==> config.mk <==
export PLATFORM = sky130hd
export DESIGN_NAME = pfc_core
export DESIGN_NICKNAME = d
export VERILOG_FILES = /design/src/hw/pfc_pkg.sv /design/src/hw/pfc_core.sv
export VERILOG_INCLUDE_DIRS = /design/src /design/src/hw
export SDC_FILE = /design/constraint.sdc
export NUM_CORES = 1
export LEC_CHECK = 0
export BUFFER_PORTS_ARGS = -buffer_cell sky130_fd_sc_hd__buf_2
export CAP_MARGIN = 20
export CORE_MARGIN = 3
export CORE_UTILIZATION = 35
export CTS_BUF_LIST = sky130_fd_sc_hd__clkbuf_4 sky130_fd_sc_hd__clkbuf_8
export DETAILED_ROUTE_END_ITERATION = 7
export PLACE_DENSITY_LB_ADDON = 0.3
export SYNTH_ARGS = -nofsm -noshare
export SYNTH_HDL_FRONTEND = slang
export SYNTH_SLANG_ARGS = --single-unit
==> constraint.sdc <==
create_clock -name core_clk -period 2.9 [get_ports core_clk]
set_input_delay 0.725 -clock core_clk [delete_from_list [all_inputs] [get_ports core_clk]]
set_output_delay 0.725 -clock core_clk [all_outputs]
set_load 0.01 [all_outputs]
==> src/hw/pfc_cfg.svh <==
// constants for the program flow control block
// Functional notes
// - fetch cycle one: second into top, memory word at old top into second
// - fetch cycle two: fetched word into top, old second back into second
// - bit 15 clear means call; one cycle, parameter stack untouched
// - call pushes index page and loop index, loads pc from address field
// - call byte address is word field shifted left with zero lsb
// - call saves index page and loop index; pc and code page move in
// - non-call, non-branch instruction with bit 5 also returns
// - return: pc from loop index, code page from index page, then pop
// - return costs one cycle alone, none when merged
// - bit 5 of branches and calls is address, never a return
// - return-stack pop with return bit reads index without popping, no return
// - pc bits 15-10 are block number, bits 9-0 word offset
// - branch targets same, next, previous block or block zero
// - offset field replaces pc bits 9-1, pc bit 0 forced zero
// - block select applies to the incremented pc
// - block select 00 keeps block, 01 takes next block
// - unconditional branch loads address in one cycle, stacks unchanged
// - popping zero branch always pops, branches only when top is zero
// - non-popping zero branch pops and branches on zero, else nothing
// - loop branch decrements index and branches when index non-zero
// - loop branch with zero index pops return stack and falls through
// - class 8 or 9 in bits 15-12 is the branch and loop group
`ifndef PFC_CFG_SVH
`define PFC_CFG_SVH

// ----------------------------------------
// instruction fields
// ----------------------------------------
`define PFC_CALL_BIT 15
`define PFC_RET_BIT 5
`define PFC_GRP_HI 15
`define PFC_GRP_LO 13
`define PFC_GRP_BRANCH 3'h4
`define PFC_CLASS_HI 15
`define PFC_CLASS_LO 12
`define PFC_CLASS_FETCH 4'he
`define PFC_COND_HI 12
`define PFC_COND_LO 11
`define PFC_BLK_HI 10
`define PFC_BLK_LO 9
`define PFC_OFS_HI 8
`define PFC_OFS_LO 0
// return-stack pop instruction: class 11 with bits 11-8 matching
`define PFC_RPOP_MASK 16'hff00
`define PFC_RPOP_MATCH 16'hb700

// ----------------------------------------
// pc layout and step
// ----------------------------------------
`define PFC_PC_BLK_HI 15
`define PFC_PC_BLK_LO 10
`define PFC_PC_STEP 16'h0002

// ----------------------------------------
// reset values
// ----------------------------------------
`define PFC_RST_PC 16'h0000
`define PFC_RST_WORD 16'h0000

`endif

==> src/hw/pfc_pkg.sv <==
// types for the program flow control block
package pfc_pkg;

	typedef enum logic [2:0] {
		PFC_EXEC = 3'b001,
		PFC_FETCH1 = 3'b010,
		PFC_FETCH2 = 3'b100
	} pfc_state_e;

	typedef enum logic [1:0] {
		PFC_CC_ZERO_POP = 2'b00,
		PFC_CC_ZERO_KEEP = 2'b01,
		PFC_CC_ALWAYS = 2'b10,
		PFC_CC_LOOP = 2'b11
	} pfc_cond_e;

	typedef enum logic [1:0] {
		PFC_BLK_SAME = 2'b00,
		PFC_BLK_NEXT = 2'b01,
		PFC_BLK_PREV = 2'b10,
		PFC_BLK_ZERO = 2'b11
	} pfc_blk_e;

	typedef logic [15:0] pfc_word_t;

endpackage

==> src/hw/pfc_core.sv <==
// program flow control: call, return, branch, loop and fetch sequencing
`timescale 1ns/1ps
`include "pfc_cfg.svh"

module pfc_core #(
	parameter int CODE_PAGE_W = 4
) (
	// clock and reset
	input wire logic core_clk,
	input wire logic rst_b,
	// instruction memory
	input wire pfc_pkg::pfc_word_t instr,
	input wire logic instr_valid,
	output logic instr_ready,
	output pfc_pkg::pfc_word_t pc,
	// code page load by a preceding instruction
	input wire logic code_page_wr,
	input wire logic [CODE_PAGE_W-1:0] code_page_wdata,
	output logic [CODE_PAGE_W-1:0] code_page_reg,
	// data memory read
	output logic mem_rd,
	output pfc_pkg::pfc_word_t mem_addr,
	input wire pfc_pkg::pfc_word_t mem_rdata,
	// return stack controller
	output logic rs_push,
	output logic [CODE_PAGE_W-1:0] rs_push_page,
	output pfc_pkg::pfc_word_t rs_push_index,
	output logic rs_pop,
	input wire logic [CODE_PAGE_W-1:0] rs_pop_page,
	input wire pfc_pkg::pfc_word_t rs_pop_index,
	// parameter stack controller
	output logic ps_push,
	output pfc_pkg::pfc_word_t ps_push_data,
	output logic ps_pop,
	input wire pfc_pkg::pfc_word_t ps_top,
	// working registers
	output pfc_pkg::pfc_word_t top,
	output pfc_pkg::pfc_word_t second,
	output pfc_pkg::pfc_word_t loop_index,
	output logic [CODE_PAGE_W-1:0] index_page_reg
);
	import pfc_pkg::*;

	// ----------------------------------------
	// parameter check
	// ----------------------------------------
	if (CODE_PAGE_W < 1 || CODE_PAGE_W > 16) begin : g_bad_width
		$error("CODE_PAGE_W must lie between 1 and 16");
	end

	// ----------------------------------------
	// state
	// ----------------------------------------
	typedef struct packed {
		pfc_state_e state;
		logic ready;
		pfc_word_t pc;
		logic [CODE_PAGE_W-1:0] code_page;
		logic [CODE_PAGE_W-1:0] index_page;
		pfc_word_t index;
		pfc_word_t top;
		pfc_word_t second;
		logic mem_rd;
		pfc_word_t mem_addr;
		logic rs_push;
		logic [CODE_PAGE_W-1:0] rs_push_page;
		pfc_word_t rs_push_index;
		logic rs_pop;
		logic ps_push;
		pfc_word_t ps_push_data;
		logic ps_pop;
	} pfc_st_s;

	pfc_st_s st;
	pfc_st_s next_st;

	// ----------------------------------------
	// decode helpers
	// ----------------------------------------
	function automatic logic is_call(input pfc_word_t op);
		return !op[`PFC_CALL_BIT];
	endfunction

	function automatic logic is_branch(input pfc_word_t op);
		// classes 8 and 9 share the top three bits
		return op[`PFC_GRP_HI:`PFC_GRP_LO] == `PFC_GRP_BRANCH;
	endfunction

	function automatic logic is_rpop(input pfc_word_t op);
		return (op & `PFC_RPOP_MASK) == `PFC_RPOP_MATCH;
	endfunction

	// target built from the already incremented pc
	function automatic pfc_word_t branch_adr(input pfc_word_t pc_inc, input pfc_word_t op);
		logic [5:0] blk;
		logic [5:0] new_blk;
		pfc_blk_e sel;
		blk = pc_inc[`PFC_PC_BLK_HI:`PFC_PC_BLK_LO];
		sel = pfc_blk_e'(op[`PFC_BLK_HI:`PFC_BLK_LO]);
		case (sel)
			PFC_BLK_SAME: new_blk = blk;
			PFC_BLK_NEXT: new_blk = blk + 6'h01;
			PFC_BLK_PREV: new_blk = blk - 6'h01;
			PFC_BLK_ZERO: new_blk = 6'h00;
			default: new_blk = blk;
		endcase
		return {new_blk, op[`PFC_OFS_HI:`PFC_OFS_LO], 1'b0};
	endfunction

	// ----------------------------------------
	// next state
	// ----------------------------------------
	always_comb begin
		pfc_word_t pc_inc;
		pfc_word_t adr;
		pfc_cond_e cond;
		logic ret_req;
		pc_inc = st.pc + `PFC_PC_STEP;
		adr = branch_adr(pc_inc, instr);
		cond = pfc_cond_e'(instr[`PFC_COND_HI:`PFC_COND_LO]);
		ret_req = 1'b0;
		next_st = st;
		// strobes last one cycle
		next_st.mem_rd = 1'b0;
		next_st.rs_push = 1'b0;
		next_st.rs_pop = 1'b0;
		next_st.ps_push = 1'b0;
		next_st.ps_pop = 1'b0;
		case (st.state)
			PFC_EXEC: begin
				if (instr_valid) begin
					next_st.pc = pc_inc;
					if (code_page_wr) begin
						next_st.code_page = code_page_wdata;
					end
					if (is_call(instr)) begin
						// saved pair goes out, pc and page move in
						next_st.rs_push = 1'b1;
						next_st.rs_push_page = st.index_page;
						next_st.rs_push_index = st.index;
						next_st.index = pc_inc;
						next_st.index_page = st.code_page;
						next_st.pc = {instr[14:0], 1'b0};
					end else if (is_branch(instr)) begin
						// bit 5 is part of the offset here
						case (cond)
							PFC_CC_ALWAYS: begin
								next_st.pc = adr;
							end
							PFC_CC_ZERO_POP: begin
								next_st.top = st.second;
								next_st.second = ps_top;
								next_st.ps_pop = 1'b1;
								if (st.top == `PFC_RST_WORD) begin
									next_st.pc = adr;
								end
							end
							PFC_CC_ZERO_KEEP: begin
								if (st.top == `PFC_RST_WORD) begin
									next_st.top = st.second;
									next_st.second = ps_top;
									next_st.ps_pop = 1'b1;
									next_st.pc = adr;
								end
							end
							PFC_CC_LOOP: begin
								if (st.index != `PFC_RST_WORD) begin
									next_st.index = st.index - 16'h0001;
									next_st.pc = adr;
								end else begin
									next_st.index = rs_pop_index;
									next_st.index_page = rs_pop_page;
									next_st.rs_pop = 1'b1;
								end
							end
							default: begin
								next_st.pc = pc_inc;
							end
						endcase
					end else begin
						if (instr[`PFC_CLASS_HI:`PFC_CLASS_LO] == `PFC_CLASS_FETCH) begin
							next_st.mem_rd = 1'b1;
							next_st.mem_addr = st.top;
							next_st.state = PFC_FETCH1;
						end
						if (is_rpop(instr)) begin
							// old second goes onto the parameter stack
							next_st.top = st.index;
							next_st.second = st.top;
							next_st.ps_push = 1'b1;
							next_st.ps_push_data = st.second;
							if (!instr[`PFC_RET_BIT]) begin
								next_st.index = rs_pop_index;
								next_st.index_page = rs_pop_page;
								next_st.rs_pop = 1'b1;
							end
							// return bit set: plain index read, no return
						end else begin
							ret_req = instr[`PFC_RET_BIT];
						end
						if (ret_req) begin
							// merged into the instruction, no extra cycle
							next_st.pc = st.index;
							next_st.code_page = st.index_page;
							next_st.index = rs_pop_index;
							next_st.index_page = rs_pop_page;
							next_st.rs_pop = 1'b1;
						end
					end
				end
			end
			PFC_FETCH1: begin
				next_st.top = st.second;
				next_st.second = mem_rdata;
				next_st.state = PFC_FETCH2;
			end
			PFC_FETCH2: begin
				next_st.top = st.second;
				next_st.second = st.top;
				next_st.state = PFC_EXEC;
			end
			default: begin
				next_st.state = PFC_EXEC;
			end
		endcase
		next_st.ready = (next_st.state == PFC_EXEC);
	end

	// ----------------------------------------
	// registers
	// ----------------------------------------
	always_ff @(posedge core_clk or negedge rst_b) begin
		if (!rst_b) begin
			st.state <= PFC_EXEC;
			st.ready <= 1'b1;
			st.pc <= `PFC_RST_PC;
			st.code_page <= '0;
			st.index_page <= '0;
			st.index <= `PFC_RST_WORD;
			st.top <= `PFC_RST_WORD;
			st.second <= `PFC_RST_WORD;
			st.mem_rd <= 1'b0;
			st.mem_addr <= `PFC_RST_WORD;
			st.rs_push <= 1'b0;
			st.rs_push_page <= '0;
			st.rs_push_index <= `PFC_RST_WORD;
			st.rs_pop <= 1'b0;
			st.ps_push <= 1'b0;
			st.ps_push_data <= `PFC_RST_WORD;
			st.ps_pop <= 1'b0;
		end else begin
			st <= next_st;
		end
	end

	// ----------------------------------------
	// outputs
	// ----------------------------------------
	assign instr_ready = st.ready;
	assign pc = st.pc;
	assign code_page_reg = st.code_page;
	assign mem_rd = st.mem_rd;
	assign mem_addr = st.mem_addr;
	assign rs_push = st.rs_push;
	assign rs_push_page = st.rs_push_page;
	assign rs_push_index = st.rs_push_index;
	assign rs_pop = st.rs_pop;
	assign ps_push = st.ps_push;
	assign ps_push_data = st.ps_push_data;
	assign ps_pop = st.ps_pop;
	assign top = st.top;
	assign second = st.second;
	assign loop_index = st.index;
	assign index_page_reg = st.index_page;

endmodule

==> metrics.md, run 1 <==
| Metric | Value |
|---|---|
| Via count | `6619` |
| FFs w/ async S/R, synth | `1.000` |
| Die H | `156.0 um` |
| Area of the multi-input gates | `3348 um2` |
| Worst reg2reg path depth | `10` |
| CP Data Arrival Time | `3090 ps` |
| CP Class | `reg2reg` |
| Routed wire length | `24990 um` |
| Root buffer cell | `clkbuf_8` |
| GP Congestion | `0.8904` |
| Fin. Hold Viols | `0` |
| Post-route DRC | `0` |
| Clock Skews | `12.41 ps` |
| First-pass GRT wire length | `38430 um` |
| Largest cells by area after synthesis | `dfrtp_1 (42%), buf_4 (12%), mux2_2 (5.4%)` |
| Hold_buf cts | `0` |
| Average wire per standard cell | `19.71 um` |
| Die Width | `156.0 um` |
| Crit path required time | `3260 ps` |
| CP Launch Type | `flop` |
| Hold Path Class | `in2async` |
| Synth cell types | `65` |
| Status | `finished, final reports clean` |
| GRT Total Usage | `0.2036` |
| Max Cap Viol | `0` |
| CTS sink count | `133` |
| Leakage power of the design | `4.381 nW` |
| Area leader, netlist | `dfrtp_1` |
| Final core utilization | `0.4156` |
| IO Pins | `206` |
| Fin crit period | `2726 ps` |
| Relative slew slack | `0.2798` |
| Total die area | `24330 um2` |
| Post-synthesis average cell area | `9.175 um2` |
| Port bufs | `205` |
| Post-synth EDFFs | `0` |
| Crit end category | `flop` |
| Most frequent cells in the layout | `buf_2 (204), dfrtp_1 (129), nand2_1 (103)` |
| Initial DRC count | `597` |
| Final setup violation count | `0` |
| RSZ-0062 raised after global routing | `no` |
| Worst reg-to-reg setup slack | `170 ps` |
| Worst VDD drop | `0.3380 mV` |
| Met2 WL | `11520 um` |
| CORE AREA | `21960 um2` |
| Avg Vias per Cell | `5.220` |
| R2r startpoint | `pc[1]` |
| Most common cell after layout, fill and taps aside | `buf_2` |
| Seq cells post-synth | `133` |
| Pwr dens | `719.4 nW/um2` |
| Largest net degree at the start of global routing | `65` |
| Synthesized Nets | `944` |
| Slew Viols, Final | `0` |
| Area grow syn2layout | `15.92%` |
| Worst setup margin | `173.8 ps` |
| Met1 WL | `11060 um` |
| Metal3 WL | `2046 um` |
| H-tree Lvls | `4` |
| Vias in the first global route | `6465` |
| CTS buffer count | `17` |
| Main synth FF type | `dfrtp_1` |
| Post-route ant nets | `0` |
| Worst slew pin tran | `1076 ps` |
| Final TNS setup | `0 ps` |
| Critical R2R Capture | `pc[13]` |
| Sequential area share after synthesis | `0.4231` |
| Post-DP HPWL | `18920 um` |
| Clock slew at reported path FFs | `80 ps` |
| Fin crit share | `0.9401` |
| YS warnings | `0` |
| GRT overflow | `0` |
| Skew-Pair Late Insertion Delay | `440 ps` |
| TritonCTS clock tree | `yes` |
| Fmax | `366.8 MHz` |
| Setup WS pre-CTS | `48.25 ps` |
| Post-Syn Area | `7873 um2` |
| DRT Pass-1 Iters | `6` |
| Clock Path Buffers | `2` |
| Layout cells sized above 1 | `0.3658` |
| Antenna violations before repair | `1` |
| Final net count | `1062` |
| Initial Utilization | `0.3585` |
| FILL cells | `2217` |
| Post-CTS Repair Setup Buffers | `0` |
| Register area | `3333 um2` |
| Cells after Synth | `858` |
| Critical Path Fanout Max | `8` |
| Post-synth top area share | `0.4164` |
| Top sig layer | `met4` |
| Cell row count | `54` |
[routing by layer]
layer  up-vias  GRT usage
li1       3129          -
met1      3184     0.2847
met2       283     0.3155
met3        23    0.05160
met4         0    0.05383
met5         -          0
[cell type report]
| cell class | count | area share |
|---|---|---|
| multi-input combinational | 530 | 0.3669 |
| sequential | 133 | 0.3652 |
| timing repair buffer | 271 | 0.1701 |
| tap | 280 | 0.03839 |
| clock buffer | 21 | 0.03030 |
| clock inverter | 9 | 0.01933 |
| inverter | 23 | 0.009460 |
| antenna | 1 | 0.0002742 |
[report_power, final]
group	internal [W]	leakage (nW)	switching, W	total, W
logic	0.000927	2.48	0.00121	0.00213
registers	0.00225	1.67	0.000359	0.00261
clock network	0.00108	0.229	0.000746	0.00182
total	0.00425	4.38	0.00231	0.00657
[worst max-delay path, cell delays in order, from the launching register on]
cell and delay [ps]:
dfrtp_2 470, ha_1 310, and4_1 210, xnor2_2 290, inv_1 80, ha_1 280
nand2_1 60, o221a_2 270, mux2i_1 170, mux2_2 350, o211ai_1 150
[per-stage QoR]
stage	cells	hold WS, ps	area, um2	power (W)
after floorplan	858	429.4	7873	0.004181
after global placement	1236	455.4	8641	0.004748
after detailed placement	1236	456.9	8641	0.004777
after CTS	1266	206.9	9094	0.006627
after global routing	1268	210.7	9126	0.006940
final	1268	197.4	9126	0.006565
[cells by family after synthesis]
| logic type | after synthesis | synth area share |
|---|---|---|
| AND/OR/NAND/NOR | 258 | 0.1527 |
| buffers and inverters | 195 | 0.1559 |
| AO/OA/AOI/OAI | 191 | 0.1594 |
| flip-flops | 133 | 0.4231 |
| multiplexers | 43 | 0.06071 |
| XOR/XNOR | 27 | 0.03004 |
| adder cells (fa/ha/maj) | 11 | 0.01812 |
[synth_stat cells (5+ instances only)]
cell,n
dfrtp_1,131
buf_4,124
nand2_1,103
nor2_1,85
a21oi_1,60
mux2_2,38
o21ai_0,31
clkbuf_1,30
inv_1,22
a22oi_1,17
a222oi_1,16
xnor2_1,16
o22ai_1,15
buf_2,12
nand3_1,12
o31ai_1,11
xor2_1,11
a221oi_1,9
ha_1,9
nor3_1,8
nand4_1,7
nor4_1,6
mux2i_1,5
[how the worst max path moves through the flow]
stage / startpoint / endpoint / depth (start not counted)
6_report: pc[1] / pc[13] / 10
4_1_cts: pc[1] / pc[13] / 10
2_1_floorplan: instr[12] / pc[3] / 12
5_1_grt: pc[2] / pc[13] / 10
3_5_place_dp: pc[1] / pc[13] / 10
3_3_place_gp: pc[1] / pc[13] / 10
[what timing repair did]
| action | 4_1_cts | 5_1_grt |
|---|---|---|
| endpoints found under the setup margin | 0 | 4 |
| resized for setup | 0 | 5 |
| hold endpoints to repair | 0 | 0 |
(Power assumes the default switching activity.)
==> run 2: changes to the inputs <==
--- a/config.mk
+++ b/config.mk
@@ -10,7 +10,6 @@
 export CAP_MARGIN = 20
 export CORE_MARGIN = 3
 export CORE_UTILIZATION = 35
-export CTS_BUF_LIST = sky130_fd_sc_hd__clkbuf_4 sky130_fd_sc_hd__clkbuf_8
 export DETAILED_ROUTE_END_ITERATION = 7
 export PLACE_DENSITY_LB_ADDON = 0.3
 export SYNTH_ARGS = -nofsm -noshare
==> run 2 against run 1 <==
  * Combinational power about the same
  * Sequential share of layout area shrank 0.70 points
  * Non-clock buffer count is the same
  * Core utilization increased by 0.81 points
  * Routed wire length about the same
  * Worst hold slack gained 33 ps
  * Clock power grew 31%
  * Total power is 8.6% higher
  * Critical path type unchanged
  * Largest cell class unchanged
  * Largest power group unchanged
==> metrics.md, run 2 (synthesized netlist as in run 1, its figures left out) <==
| Metric | Value |
|---|---|
| Fin. Hold Viols | `0 (unchanged)` |
| Relative slew slack | `0.2744 (was 0.2798)` |
| CORE AREA | `21960 um2 (unchanged)` |
| Most frequent cells in the layout | `buf_2 (204), dfrtp_1 (129), nand2_1 (103) (unchanged)` |
| H-tree Lvls | `4 (unchanged)` |
| TritonCTS clock tree | `yes (unchanged)` |
| Slowest cell on the critical path | `dfrtp_2 (unchanged)` |
| GRT Total Usage | `0.2053 (was 0.2036)` |
| Die H | `156.0 um (unchanged)` |
| Post-DP HPWL | `18920 um (unchanged)` |
| Final core utilization | `0.4238 (was 0.4156)` |
| Final net count | `1062 (unchanged)` |
| Clock Path Buffers | `2 (unchanged)` |
| Antenna violations before repair | `1 (unchanged)` |
| Leakage power of the design | `4.462 nW (was 4.381 nW)` |
| CTS buffer count | `17 (unchanged)` |
| CP Cell Sequence | `nand4_2 -> nor3_1 -> xnor2_2 -> inv_1 -> ha_1 -> nand2_1 -> o221a_2 -> mux2i_1 -> mux2_2 -> o211ai_1 (was ha_1 -> and4_1 -> xnor2_2 -> inv_1 -> ha_1 -> nand2_1 -> o221a_2 -> mux2i_1 -> mux2_2 -> o211ai_1)` |
| Post-route ant nets | `0 (unchanged)` |
| CP Launch Type | `flop (unchanged)` |
| Initial DRC count | `591 (was 597)` |
| CP Data Arrival Time | `3060 ps (was 3090 ps)` |
| Pwr dens | `766.1 nW/um2 (was 719.4 nW/um2)` |
| GRT overflow | `0 (unchanged)` |
| Clock slew at reported path FFs | `60 ps (was 80 ps)` |
| CP Class | `reg2reg (unchanged)` |
| Avg Vias per Cell | `5.212 (was 5.220)` |
| Skew-Pair Late Insertion Delay | `420 ps (was 440 ps)` |
| Clock Skews | `6.608 ps (was 12.41 ps)` |
| Fmax | `366.7 MHz (was 366.8 MHz)` |
| DRT Pass-1 Iters | `6 (unchanged)` |
| Register area | `3333 um2 (unchanged)` |
| Post-CTS Repair Setup Buffers | `0 (unchanged)` |
| Total die area | `24330 um2 (unchanged)` |
| Vias in the first global route | `6472 (was 6465)` |
| RSZ-0062 raised after global routing | `no (unchanged)` |
| Largest stage delay, worst path | `440 ps (was 470 ps)` |
| Routed wire length | `24990 um (about the same)` |
| Number of instances in the placed design | `1236 (unchanged)` |
| WHS | `230.4 ps (was 197.4 ps)` |
| Worst slew pin tran | `1084 ps (was 1076 ps)` |
| CTS sink count | `133 (unchanged)` |
| Root buffer cell | `clkbuf_16 (was clkbuf_8)` |
| IO Pins | `206 (unchanged)` |
| Fin crit share | `0.9404 (was 0.9401)` |
| Worst VDD drop | `0.4856 mV (was 0.3380 mV)` |
| Area of the multi-input gates | `3343 um2 (was 3348 um2)` |
| Area grow syn2layout | `18.20% (was 15.92%)` |
| Final setup violation count | `0 (unchanged)` |
| GP Congestion | `0.8904 (unchanged)` |
| Cell row count | `54 (unchanged)` |
| Crit path required time | `3230 ps (was 3260 ps)` |
| Largest net degree at the start of global routing | `65 (unchanged)` |
| FILL cells | `2193 (was 2217)` |
| Fin crit period | `2727 ps (was 2726 ps)` |
| Post-route DRC | `0 (unchanged)` |
| First-pass GRT wire length | `38560 um (was 38430 um)` |
| Hold_buf cts | `0 (unchanged)` |
| Hold Path Class | `in2async (unchanged)` |
| Port bufs | `205 (unchanged)` |
| Final TNS setup | `0 ps (unchanged)` |
| Layout cells sized above 1 | `0.3627 (was 0.3658)` |
| Status | `finished, final reports clean (unchanged)` |
| Via count | `6609 (was 6619)` |
| Non-filler instance count after layout | `1268 (unchanged)` |
| Pwr Total | `0.007129 W (was 0.006565 W)` |
| Average wire per standard cell | `19.71 um (about the same)` |
| Crit end category | `flop (unchanged)` |
| Critical Path Fanout Max | `7 (was 8)` |
| Slew Viols, Final | `0 (unchanged)` |
| Max Cap Viol | `0 (unchanged)` |
| Initial Utilization | `0.3585 (unchanged)` |
| Most common cell after layout, fill and taps aside | `buf_2 (unchanged)` |
| Die Width | `156.0 um (unchanged)` |
## run 2: cell counts in the layout (fill, tap and decap cells not counted)
Identical to the previous run, type by type.
## run 2: worst max-delay path: cells and delay by family, from the launching register on
family	cells	cell delay, ps
AO/OA/AOI/OAI	2	420
XOR/XNOR	1	220
adder cells (fa/ha/maj)	1	310
buffers and inverters	1	100
flip-flops	1	440
multiplexers	2	520
AND/OR/NAND/NOR	3	640
## run 2: path summary, 6_finish.rpt
path | from | to | slack, ps | cells past startpoint
min in group core_clk | ps_push_data[11] | ps_push_data[11] | 480 | 2
max reg2reg | pc[4] | pc[13] | 170 | 10
min reg2reg | ps_push_data[11] | ps_push_data[11] | 480 | 2
max in group asynchronous | rst_b | instr_ready | 1950 | 2
min | rst_b | code_page_reg[2] | 230 | 1
max | pc[4] | pc[13] | 170 | 10
## run 2: power by group
part | internal [W] | leakage, nW | switching (W)
Combinational | 0.000927 | 2.48 | 0.00120
Clock | 0.00156 | 0.309 | 0.000827
Sequential | 0.00225 | 1.67 | 0.000362
Total | 0.00474 | 4.46 | 0.00239
## run 2: what timing repair did
item | CTS | global route
setup endpoints to repair | 0 | 4
hold endpoints to repair | 0 | 0
resized for setup | 0 | 4
## run 2: routing by layer
| layer | wire length (um) | up-vias | global-route usage |
|---|---|---|---|
| li1 | - | 3139 | - |
| met3 | 2043 | 28 | 0.05742 |
| met1 | 11010 | 3174 | 0.2844 |
| met4 | 444 | 0 | 0.05383 |
| met2 | 11500 | 268 | 0.3173 |
| met5 | 0 | - | 0 |
## run 2: area by class of cell
cell class                      count  share of cell area
Tap cell                          280             0.03765
Sequential cell                   133              0.3582
Timing Repair Buffer              271              0.1669
Inverter                           23            0.009278
Clock buffer                       21             0.04948
Antenna cell                        1           0.0002689
Multi-Input combinational cell    530              0.3593
Clock inverter                      9             0.01896
## run 2: stage by stage
step	setup slack, ps	area (um2)
after floorplan	170.2	7873
after global placement	83.95	8641
after detailed placement	48.25	8641
after CTS	29.46	9278
after global routing	2.965	9305
final	172.8	9305
==> run 3: changes to the inputs <==
==> constraint.sdc (replaced) <==
create_clock -name core_clk -period 2.9 [get_ports core_clk]
set_input_delay 0.435 -clock core_clk [delete_from_list [all_inputs] [get_ports core_clk]]
set_output_delay 0.435 -clock core_clk [all_outputs]
set_load 0.01 [all_outputs]
==> run 3 against run 2 <==
  * Critical path depth unchanged
  * Maximum frequency increased by 2.7%
  * Clock power down 8.8%
  * Total power fell by 3.8%
  * Clock skew grew 6.5 ps
  * Clock-buffer cell count fell by 4
==> metrics.md, run 3 (synthesized netlist as in run 1, its figures left out) <==
| Metric | Value |
|---|---|
| CP Cell Sequence | `nand4_2 -> nor3_1 -> xnor2_1 -> fa_1 -> inv_1 -> a21oi_1 -> maj3_1 -> xnor2_1 -> a21oi_1 -> o31ai_1 (was nand4_2 -> nor3_1 -> xnor2_2 -> inv_1 -> ha_1 -> nand2_1 -> o221a_2 -> mux2i_1 -> mux2_2 -> o211ai_1)` |
| Post-route ant nets | `0 (unchanged)` |
| Final Cell Area | `9221 um2 (was 9305 um2)` |
| Worst slew pin tran | `821.0 ps (was 1084 ps)` |
| CORE AREA | `21960 um2 (unchanged)` |
| Placed cell areas | `8571 um2 (was 8641 um2)` |
| Clock slew at reported path FFs | `70 ps (was 60 ps)` |
| Top Family by Delay on Critical Path | `adder cells (was simple AND/OR/NAND/NOR gates)` |
| Initial Utilization | `0.3585 (unchanged)` |
| Port bufs | `205 (unchanged)` |
| Clock Skews | `13.15 ps (was 6.608 ps)` |
| Antenna violations before repair | `0 (was 1)` |
| Final setup violation count | `0 (unchanged)` |
| Via count | `6615 (was 6609)` |
| Most frequent cells in the layout | `buf_2 (204), dfrtp_1 (129), nand2_1 (103) (unchanged)` |
| Crit end category | `flop (unchanged)` |
| Register area | `3333 um2 (unchanged)` |
| Fin. Hold Viols | `0 (unchanged)` |
| Fin crit share | `0.9154 (was 0.9404)` |
| Layout cells sized above 1 | `0.3616 (was 0.3627)` |
| Avg Vias per Cell | `5.254 (was 5.212)` |
| Die H | `156.0 um (unchanged)` |
| Root buffer cell | `clkbuf_16 (unchanged)` |
| GP Congestion | `0.8774 (was 0.8904)` |
| Worst VDD drop | `0.3824 mV (was 0.4856 mV)` |
| Crit path required time | `3230 ps (about the same)` |
| FILL cells | `2221 (was 2193)` |
| Post-route DRC | `0 (unchanged)` |
| Routed wire length | `24900 um (was 24990 um)` |
| CTS sink count | `133 (unchanged)` |
| Most common cell after layout, fill and taps aside | `buf_2 (unchanged)` |
| Area of the multi-input gates | `3354 um2 (was 3343 um2)` |
| Final TNS setup | `0 ps (unchanged)` |
| Number of instances in the placed design | `1225 (was 1236)` |
| Largest stage delay, worst path | `480 ps (was 440 ps)` |
| Cell row count | `54 (unchanged)` |
| Leakage power of the design | `4.403 nW (was 4.462 nW)` |
| H-tree Lvls | `4 (unchanged)` |
| Slew Viols, Final | `0 (unchanged)` |
| CTS buffer count | `17 (unchanged)` |
| DRT Pass-1 Iters | `5 (was 6)` |
| IO Pins | `206 (unchanged)` |
| GRT overflow | `0 (unchanged)` |
| Hold Path Class | `in2reg (was in2async)` |
| Die Width | `156.0 um (unchanged)` |
| Post-DP HPWL | `18640 um (was 18920 um)` |
| Fmax | `376.7 MHz (was 366.7 MHz)` |
| Skew-Pair Late Insertion Delay | `430 ps (was 420 ps)` |
| CP Launch Type | `flop (unchanged)` |
| First-pass GRT wire length | `38150 um (was 38560 um)` |
| Non-filler instance count after layout | `1259 (was 1268)` |
| CP Data Arrival Time | `2990 ps (was 3060 ps)` |
| Antenna Cells | `0 (was 1)` |
| Average wire per standard cell | `19.78 um (was 19.71 um)` |
| Clock Path Buffers | `2 (unchanged)` |
| Area grow syn2layout | `17.13% (was 18.20%)` |
| Total die area | `24330 um2 (unchanged)` |
| Post-CTS Repair Setup Buffers | `0 (unchanged)` |
| Slowest cell on the critical path | `fa_1 (was dfrtp_2)` |
| Largest net degree at the start of global routing | `48 (was 65)` |
| Status | `finished, final reports clean (unchanged)` |
| CP Class | `reg2reg (unchanged)` |
| Initial DRC count | `575 (was 591)` |
| Pwr dens | `743.7 nW/um2 (was 766.1 nW/um2)` |
| Critical Path Fanout Max | `6 (was 7)` |
| Relative slew slack | `0.4487 (was 0.2744)` |
| Final net count | `1052 (was 1062)` |
| Vias in the first global route | `6319 (was 6472)` |
| TritonCTS clock tree | `yes (unchanged)` |
| Fin crit period | `2655 ps (was 2727 ps)` |
| GRT Total Usage | `0.2029 (was 0.2053)` |
| RSZ-0062 raised after global routing | `no (unchanged)` |
| Crit path buf inv count | `1 (unchanged)` |
| Max Cap Viol | `0 (unchanged)` |
run 3: cell types whose count changed in the layout (fill, tap and decap cells not counted), sizes merged:
cell,previous run,this run
clkinvlp,1,0
bufinv,5,0
clkbuf,21,17
inv,22,31
buf,271,260
diode,1,0
dlygate4sd3,0,1
clkinv,4,7
run 3: stage by stage:
step	hold WS (ps)	util	worst slack, ps	power [W]
2_1_floorplan	139.4	-	358.5	0.004181
3_3_place_gp	403.2	0.3903	163.7	0.004672
3_5_place_dp	402.1	0.3903	105.1	0.004706
4_1_cts	254.0	0.4183	87.82	0.006908
5_1_grt	273.7	0.4199	7.032	0.007231
6_report	270.2	0.4199	245.4	0.006858
run 3: path summary, 6_finish.rpt:
kind                            startpoint  depth (start not counted)  slack (ps)               end
min in group asynchronous            rst_b                          2         510  code_page_reg[2]
max in group asynchronous            rst_b                          3        1650           st[130]
hold / removal                    instr[4]                          3         270             pc[5]
hold reg to reg            ps_push_data[0]                          2         480   ps_push_data[0]
setup reg to reg                     pc[6]                         10         250            pc[14]
setup / recovery                     pc[6]                         10         250            pc[14]
run 3: layout make-up:
| cell class | instances | share of cell area |
|---|---|---|
| Tap cell | 280 | 0.03799 |
| Multi-Input combinational cell | 530 | 0.3638 |
| Sequential cell | 133 | 0.3615 |
| Inverter | 23 | 0.009362 |
| Clock inverter | 15 | 0.01940 |
| Clock buffer | 17 | 0.04613 |
| Timing Repair Buffer | 261 | 0.1619 |
run 3: timing repair:
item                       in CTS  in global routing
setup endpoints to repair       0                  4
hold endpoints to repair       44                  0
hold buffers                    1                  0
resized for setup               0                  7
run 3: worst register-to-register path: cells and delay by family (launching register included):
family / cells / cell delay [ps]
fa+ha+maj: 2 / 840
simple gates: 2 / 500
flops: 1 / 440
xor+xnor: 2 / 360
compound gates: 3 / 340
buf+inv: 1 / 80
run 3: power breakdown:
group | leakage [nW] | switching (W) | internal [W] | total, W
logic | 2.44 | 0.00114 | 0.000881 | 0.00202
registers | 1.67 | 0.000410 | 0.00225 | 0.00266
clock network | 0.295 | 0.00101 | 0.00117 | 0.00218
total | 4.40 | 0.00256 | 0.00430 | 0.00686
run 3: metal layers:
metal / GRT usage / wire [um]
met1: 0.2906 / 11110
met2: 0.3097 / 11400
met3: 0.04882 / 2075
met4: 0.05088 / 308
met5: 0 / 0
